===== config.mk =====
export PLATFORM = sky130hd
export DESIGN_NAME = pfsel_top
export DESIGN_NICKNAME = d
export VERILOG_FILES = /design/src/inc/pfsel_pkg.sv /design/src/verilog/pfsel_top.sv
export VERILOG_INCLUDE_DIRS = /design/src /design/src/inc
export SDC_FILE = /design/constraint.sdc
export NUM_CORES = 1
export LEC_CHECK = 0
export ABC_CLOCK_PERIOD_IN_PS = 2800
export BUFFER_PORTS_ARGS = -buffer_cell sky130_fd_sc_hd__buf_2
export CAP_MARGIN = 20
export CORE_AREA = 2 2 213 215
export DETAILED_ROUTE_END_ITERATION = 16
export DIE_AREA = 0 0 215 217
export GPL_TIMING_DRIVEN = 0
export HOLD_SLACK_MARGIN = 0.15
export MAX_ROUTING_LAYER = met4
export SLEW_MARGIN = 30
export SYNTH_ARGS = -nofsm -noshare
export SYNTH_HDL_FRONTEND = slang
export SYNTH_SLANG_ARGS = --single-unit

===== constraint.sdc =====
create_clock -name sys_clk -period 2.8 [get_ports sys_clk]
set_clock_uncertainty 0.2 [all_clocks]
set_input_delay 0.56 -clock sys_clk [delete_from_list [all_inputs] [get_ports sys_clk]]
set_output_delay 0.56 -clock sys_clk [all_outputs]
set_load 0.02 [all_outputs]

===== src/inc/pfsel_defs.svh =====
// Constants of the pin function selector block
`ifndef PFSEL_DEFS_SVH
`define PFSEL_DEFS_SVH
`define PFS_NREG 12
`define PFS_NPIN 48
`define PFS_RST 8'h00
`define PFS_IDX_D1 4'h3
`define PFS_IDX_J 4'hA
`define PFS_IDX_IFS 4'hB
`define PFS_MASK_D1 8'h3F
`define PFS_MASK_J 8'h0F
`define PFS_MASK_IFS 8'h7F
`define PFS_MASK_ALL 8'hFF
`define PFS_RESP_OK 2'h0
`define PFS_RESP_ERR 2'h2
`define PFS_BC 0
`define PFS_BD 8
`define PFS_BE 16
`define PFS_BF 24
`define PFS_G 8'h00
`define PFS_A 8'h80
`define PFS_L 8'hC0
`define PFS_K_GPIO 2'h0
`define PFS_K_PER 2'h1
`define PFS_K_ANA 2'h2
`define PFS_K_LCD 2'h3
`endif


===== src/inc/pfsel_pkg.sv =====
// Types of the pin function selector block
package pfsel_pkg;
  typedef struct packed {
    logic [31:0] fn_o;
    logic [31:0] fn_oe;
  } pfsel_periph_s;
  typedef struct packed {
    logic [3:0] ptck;
    logic [2:0] stck;
  } pfsel_tck_s;
endpackage : pfsel_pkg


===== src/verilog/pfsel_top.sv =====
// Pin function selector for ports C to J with AXI4-Lite registers
//
// Our own choices: the AXI4-Lite register port and the address map.
`timescale 1ns/1ps
`default_nettype none
`include "pfsel_defs.svh"
module pfsel_top #(
  parameter int ADDR_W = 8
) (
  input  wire logic                  sys_clk,
  input  wire logic                  nrst,
  input  wire logic [ADDR_W-1:0]     s_axi_awaddr,
  input  wire logic                  s_axi_awvalid,
  output logic                       s_axi_awready,
  input  wire logic [31:0]           s_axi_wdata,
  input  wire logic [3:0]            s_axi_wstrb,
  input  wire logic                  s_axi_wvalid,
  output logic                       s_axi_wready,
  output logic [1:0]                 s_axi_bresp,
  output logic                       s_axi_bvalid,
  input  wire logic                  s_axi_bready,
  input  wire logic [ADDR_W-1:0]     s_axi_araddr,
  input  wire logic                  s_axi_arvalid,
  output logic                       s_axi_arready,
  output logic [31:0]                s_axi_rdata,
  output logic [1:0]                 s_axi_rresp,
  output logic                       s_axi_rvalid,
  input  wire logic                  s_axi_rready,
  input  wire logic [47:0]           pin_in,
  input  wire logic [47:0]           gpio_out,
  input  wire logic [47:0]           gpio_oe,
  input  wire logic [7:0]            port_b_pin_in,
  input  wire pfsel_pkg::pfsel_periph_s periph,
  output logic [47:0]                pin_out,
  output logic [47:0]                pin_oe,
  output logic [47:0]                pin_ana_en,
  output logic [47:0]                pin_lcd_en,
  output logic [31:0]                fn_in,
  output pfsel_pkg::pfsel_tck_s      tck
);
  import pfsel_pkg::*;

  // ---------------------------------------------------------------
  // Function table, per pin {code3, code2, code1, code0}
  // ---------------------------------------------------------------
  // Peripheral index: 00-07 timer out, 08-0A std timer out, 0B/0C TX0/TX1,
  // 0D/0E comparator out, 0F-12 SPI sck/sdo/sdi/cs, 13-16 serial
  // sck/sdo/sda/cs, 17/18 RX0/RX1
  function automatic logic [7:0] pd(input logic [4:0] i);
    pd = {3'h2, i};
  endfunction : pd

  localparam logic [7:0] G = `PFS_G;
  localparam logic [7:0] A = `PFS_A;
  localparam logic [7:0] L = `PFS_L;

  localparam logic [31:0] FTAB [`PFS_NPIN] = '{
    {L, A, A, G},                 // C0
    {pd(5'h0D), A, A, G},         // C1
    {L, pd(5'h00), A, G},         // C2
    {L, A, pd(5'h04), G},         // C3
    {L, pd(5'h01), A, G},         // C4
    {L, A, pd(5'h05), G},         // C5
    {L, pd(5'h08), A, G},         // C6
    {L, A, pd(5'h06), G},         // C7
    {L, A, pd(5'h09), G},         // D0
    {L, A, pd(5'h18), G},         // D1
    {A, pd(5'h0C), pd(5'h02), G}, // D2
    {L, A, pd(5'h07), G},         // D3
    {A, pd(5'h17), pd(5'h03), G}, // D4
    {L, A, pd(5'h0B), G},         // D5
    {L, pd(5'h0E), pd(5'h0A), G}, // D6
    {G, G, G, G},                 // D7
    {L, pd(5'h12), G, G},         // E0
    {L, pd(5'h10), pd(5'h08), G}, // E1
    {L, pd(5'h11), G, G},         // E2
    {L, pd(5'h0F), pd(5'h01), G}, // E3
    {A, G, G, G},                 // E4
    {L, G, G, G},                 // E5
    {L, G, G, G},                 // E6
    {L, G, G, G},                 // E7
    {L, pd(5'h16), pd(5'h07), G}, // F0
    {L, pd(5'h14), pd(5'h06), G}, // F1
    {L, pd(5'h15), G, G},         // F2
    {L, pd(5'h13), G, G},         // F3
    {A, G, G, G},                 // F4
    {A, pd(5'h00), G, G},         // F5
    {L, A, pd(5'h18), G},         // F6
    {A, pd(5'h0C), pd(5'h0A), G}, // F7
    {L, G, G, G},                 // G0
    {L, G, G, G},                 // G1
    {L, G, G, G},                 // G2
    {L, G, G, G},                 // G3
    {L, L, G, G},                 // G4
    {L, L, G, G},                 // G5
    {L, L, G, G},                 // G6
    {L, L, G, G},                 // G7
    {L, pd(5'h04), G, G},         // J0
    {L, pd(5'h05), G, G},         // J1
    {G, G, G, G},
    {G, G, G, G},
    {G, G, G, G},
    {G, G, G, G},
    {G, G, G, G},
    {G, G, G, G}
  };

  // ---------------------------------------------------------------
  // Register file
  // ---------------------------------------------------------------
  logic [7:0] sel_r [`PFS_NREG];

  function automatic logic [7:0] wmask(input logic [3:0] i);
    case (i)
      `PFS_IDX_D1:  wmask = `PFS_MASK_D1;
      `PFS_IDX_J:   wmask = `PFS_MASK_J;
      `PFS_IDX_IFS: wmask = `PFS_MASK_IFS;
      default:      wmask = `PFS_MASK_ALL;
    endcase
  endfunction : wmask

  function automatic logic hit(input logic [ADDR_W-1:0] a);
    hit = (a[ADDR_W-1:6] == '0) && (a[5:2] < 4'(`PFS_NREG));
  endfunction : hit

  // ---------------------------------------------------------------
  // AXI4-Lite write channel
  // ---------------------------------------------------------------
  logic              aw_hold_r;
  logic [ADDR_W-1:0] aw_addr_r;
  logic              w_hold_r;
  logic [31:0]       w_data_r;
  logic              w_strb_r;
  logic              bvalid_r;
  logic [1:0]        bresp_r;
  logic              have_aw;
  logic              have_w;
  logic              do_wr;
  logic [ADDR_W-1:0] wr_addr;
  logic [31:0]       wr_data;
  logic              wr_strb;

  assign s_axi_awready = !aw_hold_r && !bvalid_r;
  assign s_axi_wready  = !w_hold_r && !bvalid_r;
  assign s_axi_bvalid  = bvalid_r;
  assign s_axi_bresp   = bresp_r;
  assign have_aw = aw_hold_r || (s_axi_awvalid && s_axi_awready);
  assign have_w  = w_hold_r || (s_axi_wvalid && s_axi_wready);
  assign do_wr   = have_aw && have_w && !bvalid_r;
  assign wr_addr = aw_hold_r ? aw_addr_r : s_axi_awaddr;
  assign wr_data = w_hold_r ? w_data_r : s_axi_wdata;
  assign wr_strb = w_hold_r ? w_strb_r : s_axi_wstrb[0];

  always_ff @(posedge sys_clk or negedge nrst) begin
    if (!nrst) begin
      aw_hold_r <= 1'b0;
      aw_addr_r <= '0;
      w_hold_r  <= 1'b0;
      w_data_r  <= '0;
      w_strb_r  <= 1'b0;
    end else if (do_wr) begin
      aw_hold_r <= 1'b0;
      w_hold_r  <= 1'b0;
    end else begin
      if (s_axi_awvalid && s_axi_awready) begin
        aw_hold_r <= 1'b1;
        aw_addr_r <= s_axi_awaddr;
      end
      if (s_axi_wvalid && s_axi_wready) begin
        w_hold_r <= 1'b1;
        w_data_r <= s_axi_wdata;
        w_strb_r <= s_axi_wstrb[0];
      end
    end
  end

  always_ff @(posedge sys_clk or negedge nrst) begin
    if (!nrst) begin
      bvalid_r <= 1'b0;
      bresp_r  <= `PFS_RESP_OK;
    end else if (do_wr) begin
      bvalid_r <= 1'b1;
      bresp_r  <= hit(wr_addr) ? `PFS_RESP_OK : `PFS_RESP_ERR;
    end else if (s_axi_bready) begin
      bvalid_r <= 1'b0;
    end
  end

  // Only byte lane 0 carries a selector; unused bits are never stored
  always_ff @(posedge sys_clk or negedge nrst) begin
    if (!nrst) begin
      for (int i = 0; i < `PFS_NREG; i++) begin
        sel_r[i] <= `PFS_RST;
      end
    end else if (do_wr && hit(wr_addr) && wr_strb) begin
      sel_r[wr_addr[5:2]] <= wr_data[7:0] & wmask(wr_addr[5:2]);
    end
  end

  // ---------------------------------------------------------------
  // AXI4-Lite read channel
  // ---------------------------------------------------------------
  logic        rvalid_r;
  logic [31:0] rdata_r;
  logic [1:0]  rresp_r;

  assign s_axi_arready = !rvalid_r;
  assign s_axi_rvalid  = rvalid_r;
  assign s_axi_rdata   = rdata_r;
  assign s_axi_rresp   = rresp_r;

  always_ff @(posedge sys_clk or negedge nrst) begin
    if (!nrst) begin
      rvalid_r <= 1'b0;
      rdata_r  <= '0;
      rresp_r  <= `PFS_RESP_OK;
    end else if (s_axi_arvalid && !rvalid_r) begin
      rvalid_r <= 1'b1;
      if (hit(s_axi_araddr)) begin
        rdata_r <= {24'h000000, sel_r[s_axi_araddr[5:2]]};
        rresp_r <= `PFS_RESP_OK;
      end else begin
        rdata_r <= '0;
        rresp_r <= `PFS_RESP_ERR;
      end
    end else if (s_axi_rready) begin
      rvalid_r <= 1'b0;
    end
  end

  // ---------------------------------------------------------------
  // Per pin routing
  // ---------------------------------------------------------------
  logic [7:0] desc [`PFS_NPIN];

  for (genvar g = 0; g < `PFS_NPIN; g++) begin : g_pin
    localparam int RI = g / 4;
    localparam int FB = (g % 4) * 2;
    logic [1:0] code;
    logic [1:0] kind;
    logic [4:0] idx;
    assign code    = sel_r[RI][FB +: 2];
    assign desc[g] = FTAB[g][{code, 3'h0} +: 8];
    assign kind    = desc[g][7:6];
    assign idx     = desc[g][4:0];

    always_ff @(posedge sys_clk or negedge nrst) begin
      if (!nrst) begin
        pin_out[g]    <= 1'b0;
        pin_oe[g]     <= 1'b0;
        pin_ana_en[g] <= 1'b0;
        pin_lcd_en[g] <= 1'b0;
      end else begin
        case (kind)
          `PFS_K_GPIO: begin
            pin_out[g] <= gpio_out[g];
            pin_oe[g]  <= gpio_oe[g];
          end
          `PFS_K_PER: begin
            pin_out[g] <= periph.fn_o[idx];
            pin_oe[g]  <= periph.fn_oe[idx];
          end
          default: begin
            pin_out[g] <= 1'b0;
            pin_oe[g]  <= 1'b0;
          end
        endcase
        pin_ana_en[g] <= (kind == `PFS_K_ANA);
        pin_lcd_en[g] <= (kind == `PFS_K_LCD);
      end
    end
  end

  // Peripheral inputs see a pin only while it selects that function
  logic [31:0] fin;

  always_comb begin
    fin = '0;
    for (int g = 0; g < `PFS_NPIN; g++) begin
      if (desc[g][7:6] == `PFS_K_PER) begin
        fin[desc[g][4:0]] = fin[desc[g][4:0]] | pin_in[g];
      end
    end
  end

  // ---------------------------------------------------------------
  // Timer clock source selection
  // ---------------------------------------------------------------
  logic [7:0] ifs;
  assign ifs = sel_r[`PFS_IDX_IFS];

  always_ff @(posedge sys_clk or negedge nrst) begin
    if (!nrst) begin
      fn_in <= '0;
      tck   <= '0;
    end else begin
      fn_in <= fin;
      tck.ptck[3] <= ifs[6] ? port_b_pin_in[1] : pin_in[`PFS_BD+5];
      tck.ptck[2] <= ifs[5] ? port_b_pin_in[2] : pin_in[`PFS_BD+3];
      tck.ptck[1] <= ifs[4] ? pin_in[`PFS_BE+2] : pin_in[`PFS_BC+5];
      tck.ptck[0] <= ifs[3] ? pin_in[`PFS_BF+4] : pin_in[`PFS_BC+3];
      tck.stck[2] <= ifs[2] ? port_b_pin_in[0] : pin_in[`PFS_BF+6];
      tck.stck[1] <= ifs[1] ? port_b_pin_in[7] : pin_in[`PFS_BD+1];
      tck.stck[0] <= ifs[0] ? pin_in[`PFS_BE+0] : pin_in[`PFS_BC+7];
    end
  end
endmodule : pfsel_top
`default_nettype wire


==> flow_summary.json <==
{
  "endpoint_kind": "flip-flop",
  "core.rowCount": 78,
  "fin_setup_tns_ps": 0,
  "setup_viol": 0,
  "antenna_found_initial": 8,
  "path_class": "flip-flop to flip-flop",
  "critPathBufInv": 2,
  "cts.sinks": 322,
  "track_usage": 0.198,
  "insertion_delay_ps": 550,
  "ctsLongestPathBuffers": 3,
  "globalplace.congestion": 0.841,
  "fmax_mhz": 360,
  "avgSynthCellArea_sq_um": 13.1,
  "vias_per_cell": 4.53,
  "ys_seq_area_frac": 0.566,
  "rsz0062_at_grt": "yes",
  "worst_pin_slew_ps": 988,
  "detail_route.first_pass.iterations": 7,
  "core_area_sq_um": 44700,
  "path_cells": "buf_2, buf_1, a32oi_1, nor3_1, nand2_1, mux2_2",
  "ant_nets": 0,
  "synth-seq-cells": 322,
  "leakagePower_uw": 0.0105,
  "yosys-top-cells-count": "322 x dfrtp_1, 123 x mux2_2, 61 x nor2_1",
  "synthArstFlopShare": 1.00,
  "grt_pass1_vias": 11600,
  "slew_violations": 0,
  "synth-edff-count": 0,
  "p_per_area_nw_per_um2": 811,
  "crit_required_ps": 3020,
  "die_y_um": 217,
  "critical-path-top-delay-family": "simple AND/OR/NAND/NOR gates",
  "drive_above_1_share": 0.397,
  "fin_cells": 2429,
  "syn_to_final_growth_pct": 45.1,
  "layout.nets": 2127,
  "start_kind": "flip-flop",
  "routed_wl_mm": 45.3,
  "final_util": 0.462,
  "hold_path_class": "input pin to flip-flop",
  "grt_max_degree": 81,
  "gr-total-overflow": 0,
  "htreeDepth": 2,
  "vias": 11000,
  "yosysTopAreaCell": "dfrtp_1",
  "yosys.area.top_type_share": 0.566,
  "place_hpwl_mm": 33.4,
  "outcome": "finished clean",
  "placed_cells": 2171,
  "grt_pass1_wl_mm": 68.2,
  "ir_worst_vdd_v": 0.000472,
  "yosysMostFrequentCell": "dfrtp_1",
  "yosys_warnings": 0,
  "critPathMaxStageDelay_ps": 450,
  "drc": 0,
  "wl_per_cell_um": 18.7,
  "layout_min_cycle_time_ps": 2780,
  "drt_iter0_drc": 495,
  "path_clk_slew_ps": 60,
  "root_buffer": "clkbuf_16",
  "crit_slowest_cell": "nand2_1",
  "portBuffers": 415,
  "maxSlewHeadroom": 0.341,
  "cts_tree": "done",
  "synth_ff_type": "dfrtp_1",
  "chipWidth_um": 215,
  "synthesis.area_sq_um": 14200,
  "cap_violations": 0,
  "syn_inst": 1086,
  "worstPathArrival_ps": 3000,
  "die_area_sq_um": 46700,
  "cts_made_buffers": 38,
  "synthTopCellsByArea": "dfrtp_1 57%, mux2_2 9.7%, mux4_2 5.4%",
  "synth_cell_types": 59,
  "ios": 547,
  "period_share": 0.992,
  "start_util": 0.318,
  "cp_max_fo": 10,
  "hold_viol_final": 0
}
==> through the flow <==
step | total power (uW) | setup slack [ps] | hold slack, ps | cell area [sq um]
after floorplan | 9390 | 161 | 64.4 | 14500
after global placement | 11200 | -5170 | 261 | 17300
after detailed placement | 11300 | -561 | 270 | 17400
after CTS | 16900 | 33.3 | 150 | 20600
after global routing | 17700 | -162 | 185 | 20600
final | 16800 | 21.7 | 195 | 20600
==> timing repair <==
action                                 CTS  global route
gates cloned                             0             0
pin swaps                                0             3
gates resized for setup                  7             4
endpoints found under the hold margin  224             0
hold buffers                           182             0
setup endpoints to repair               27            47
buffers inserted                         0             2
==> worst reg2reg max path, stage by stage (launching register included) <==
cell     delay, ps
dfrtp_1        370
buf_2          240
buf_1          380
a32oi_1        200
nor3_1         420
nand2_1        450
mux2_2         410
==> routing by layer <==
layer  global-route usage  vias up  routed length (um)
met5                    -        -                   0
met4               0.0823        0                1680
met3               0.0400       87                2590
met2                0.325      393               22100
met1                0.238     5463               19000
li1                     -     5072                   -
==> path summary, 6_finish.rpt <==
path	slack, ps	start	to	depth (start not counted)
worst max register to register	20	aw_hold_r	g_pin[9].code[0]	6
max in group asynchronous	1050	nrst	pin_out[37]	4
worst min register to register	280	s_axi_rresp[1]	s_axi_rresp[1]	2
worst max-delay path	20	aw_hold_r	g_pin[9].code[0]	6
worst min-delay path	190	s_axi_awaddr[4]	aw_addr_r[4]	2
min in group asynchronous	300	nrst	pin_out[7]	2
==> area by class of cell <==
cell class / instances / area, sq um
antenna: 9 / 22.5
buffer: 97 / 613
clock buffer: 58 / 1210
clock inverter: 9 / 101
fill: 4100 / 24100
inverter: 52 / 195
multi-input combinational: 679 / 5650
sequential: 322 / 8060
tap: 600 / 751
timing repair buffer: 603 / 4050
==> where the power goes <==
part / internal (uW) / switching (uW) / total [uW]
clock network: 3160 / 1970 / 5120
logic: 2270 / 2840 / 5110
registers: 5650 / 862 / 6520
total: 11100 / 5670 / 16800
==> cell usage in the layout, fill, tap and decap left out, types with 4 or more instances in the layout <==
| cell | count |
|---|---|
| nand3b_1 | 8 |
| a41oi_1 | 4 |
| dfrtp_1 | 320 |
| buf_2 | 419 |
| mux4_2 | 34 |
| a21oi_1 | 15 |
| clkbuf_16 | 41 |
| nor2b_1 | 45 |
| buf_16 | 4 |
| nand2_1 | 53 |
| or3_1 | 5 |
| o221ai_1 | 8 |
| clkinv_2 | 5 |
| inv_1 | 52 |
| clkbuf_1 | 28 |
| nand3_1 | 6 |
| nor2_1 | 61 |
| conb_1 | 67 |
| o21ai_0 | 21 |
| buf_1 | 5 |
| buf_4 | 61 |
| and3_1 | 5 |
| a32oi_1 | 4 |
| ha_1 | 59 |
| mux2i_1 | 36 |
| mux2_2 | 123 |
| o22ai_1 | 4 |
| diode_2 | 9 |
| and2_1 | 47 |
| clkbuf_8 | 12 |
| dlygate4sd3_1 | 182 |
| a22oi_1 | 20 |
| and3b_1 | 4 |
==> flip-flops by register name (all words and copies together), names as in the netlist <==
register,count
aw_hold_r,1
aw_addr_r,6
ifs,8
s_axi_rdata,8
s_axi_rvalid,1
tck,7
w_hold_r,1
g_pin.code,88
s_axi_bvalid,1
pin_lcd_en,39
fn_in,25
w_data_r,8
pin_oe,48
pin_out,48
pin_ana_en,30
s_axi_rresp,1
w_strb_r,1
s_axi_bresp,1
==> cells by family (layout without fill, tap and decap cells) <==
group,count (synthesis),after routing,synth area share
other cells,1,76,0.000263
mux,194,194,0.177
xor+xnor,1,1,0.000615
simple gates,250,250,0.0927
flops,322,322,0.566
buf+inv,151,819,0.0571
compound gates,108,108,0.0539
fa+ha+maj,59,59,0.0519
Note: power is estimated with default switching activity, not from simulation.
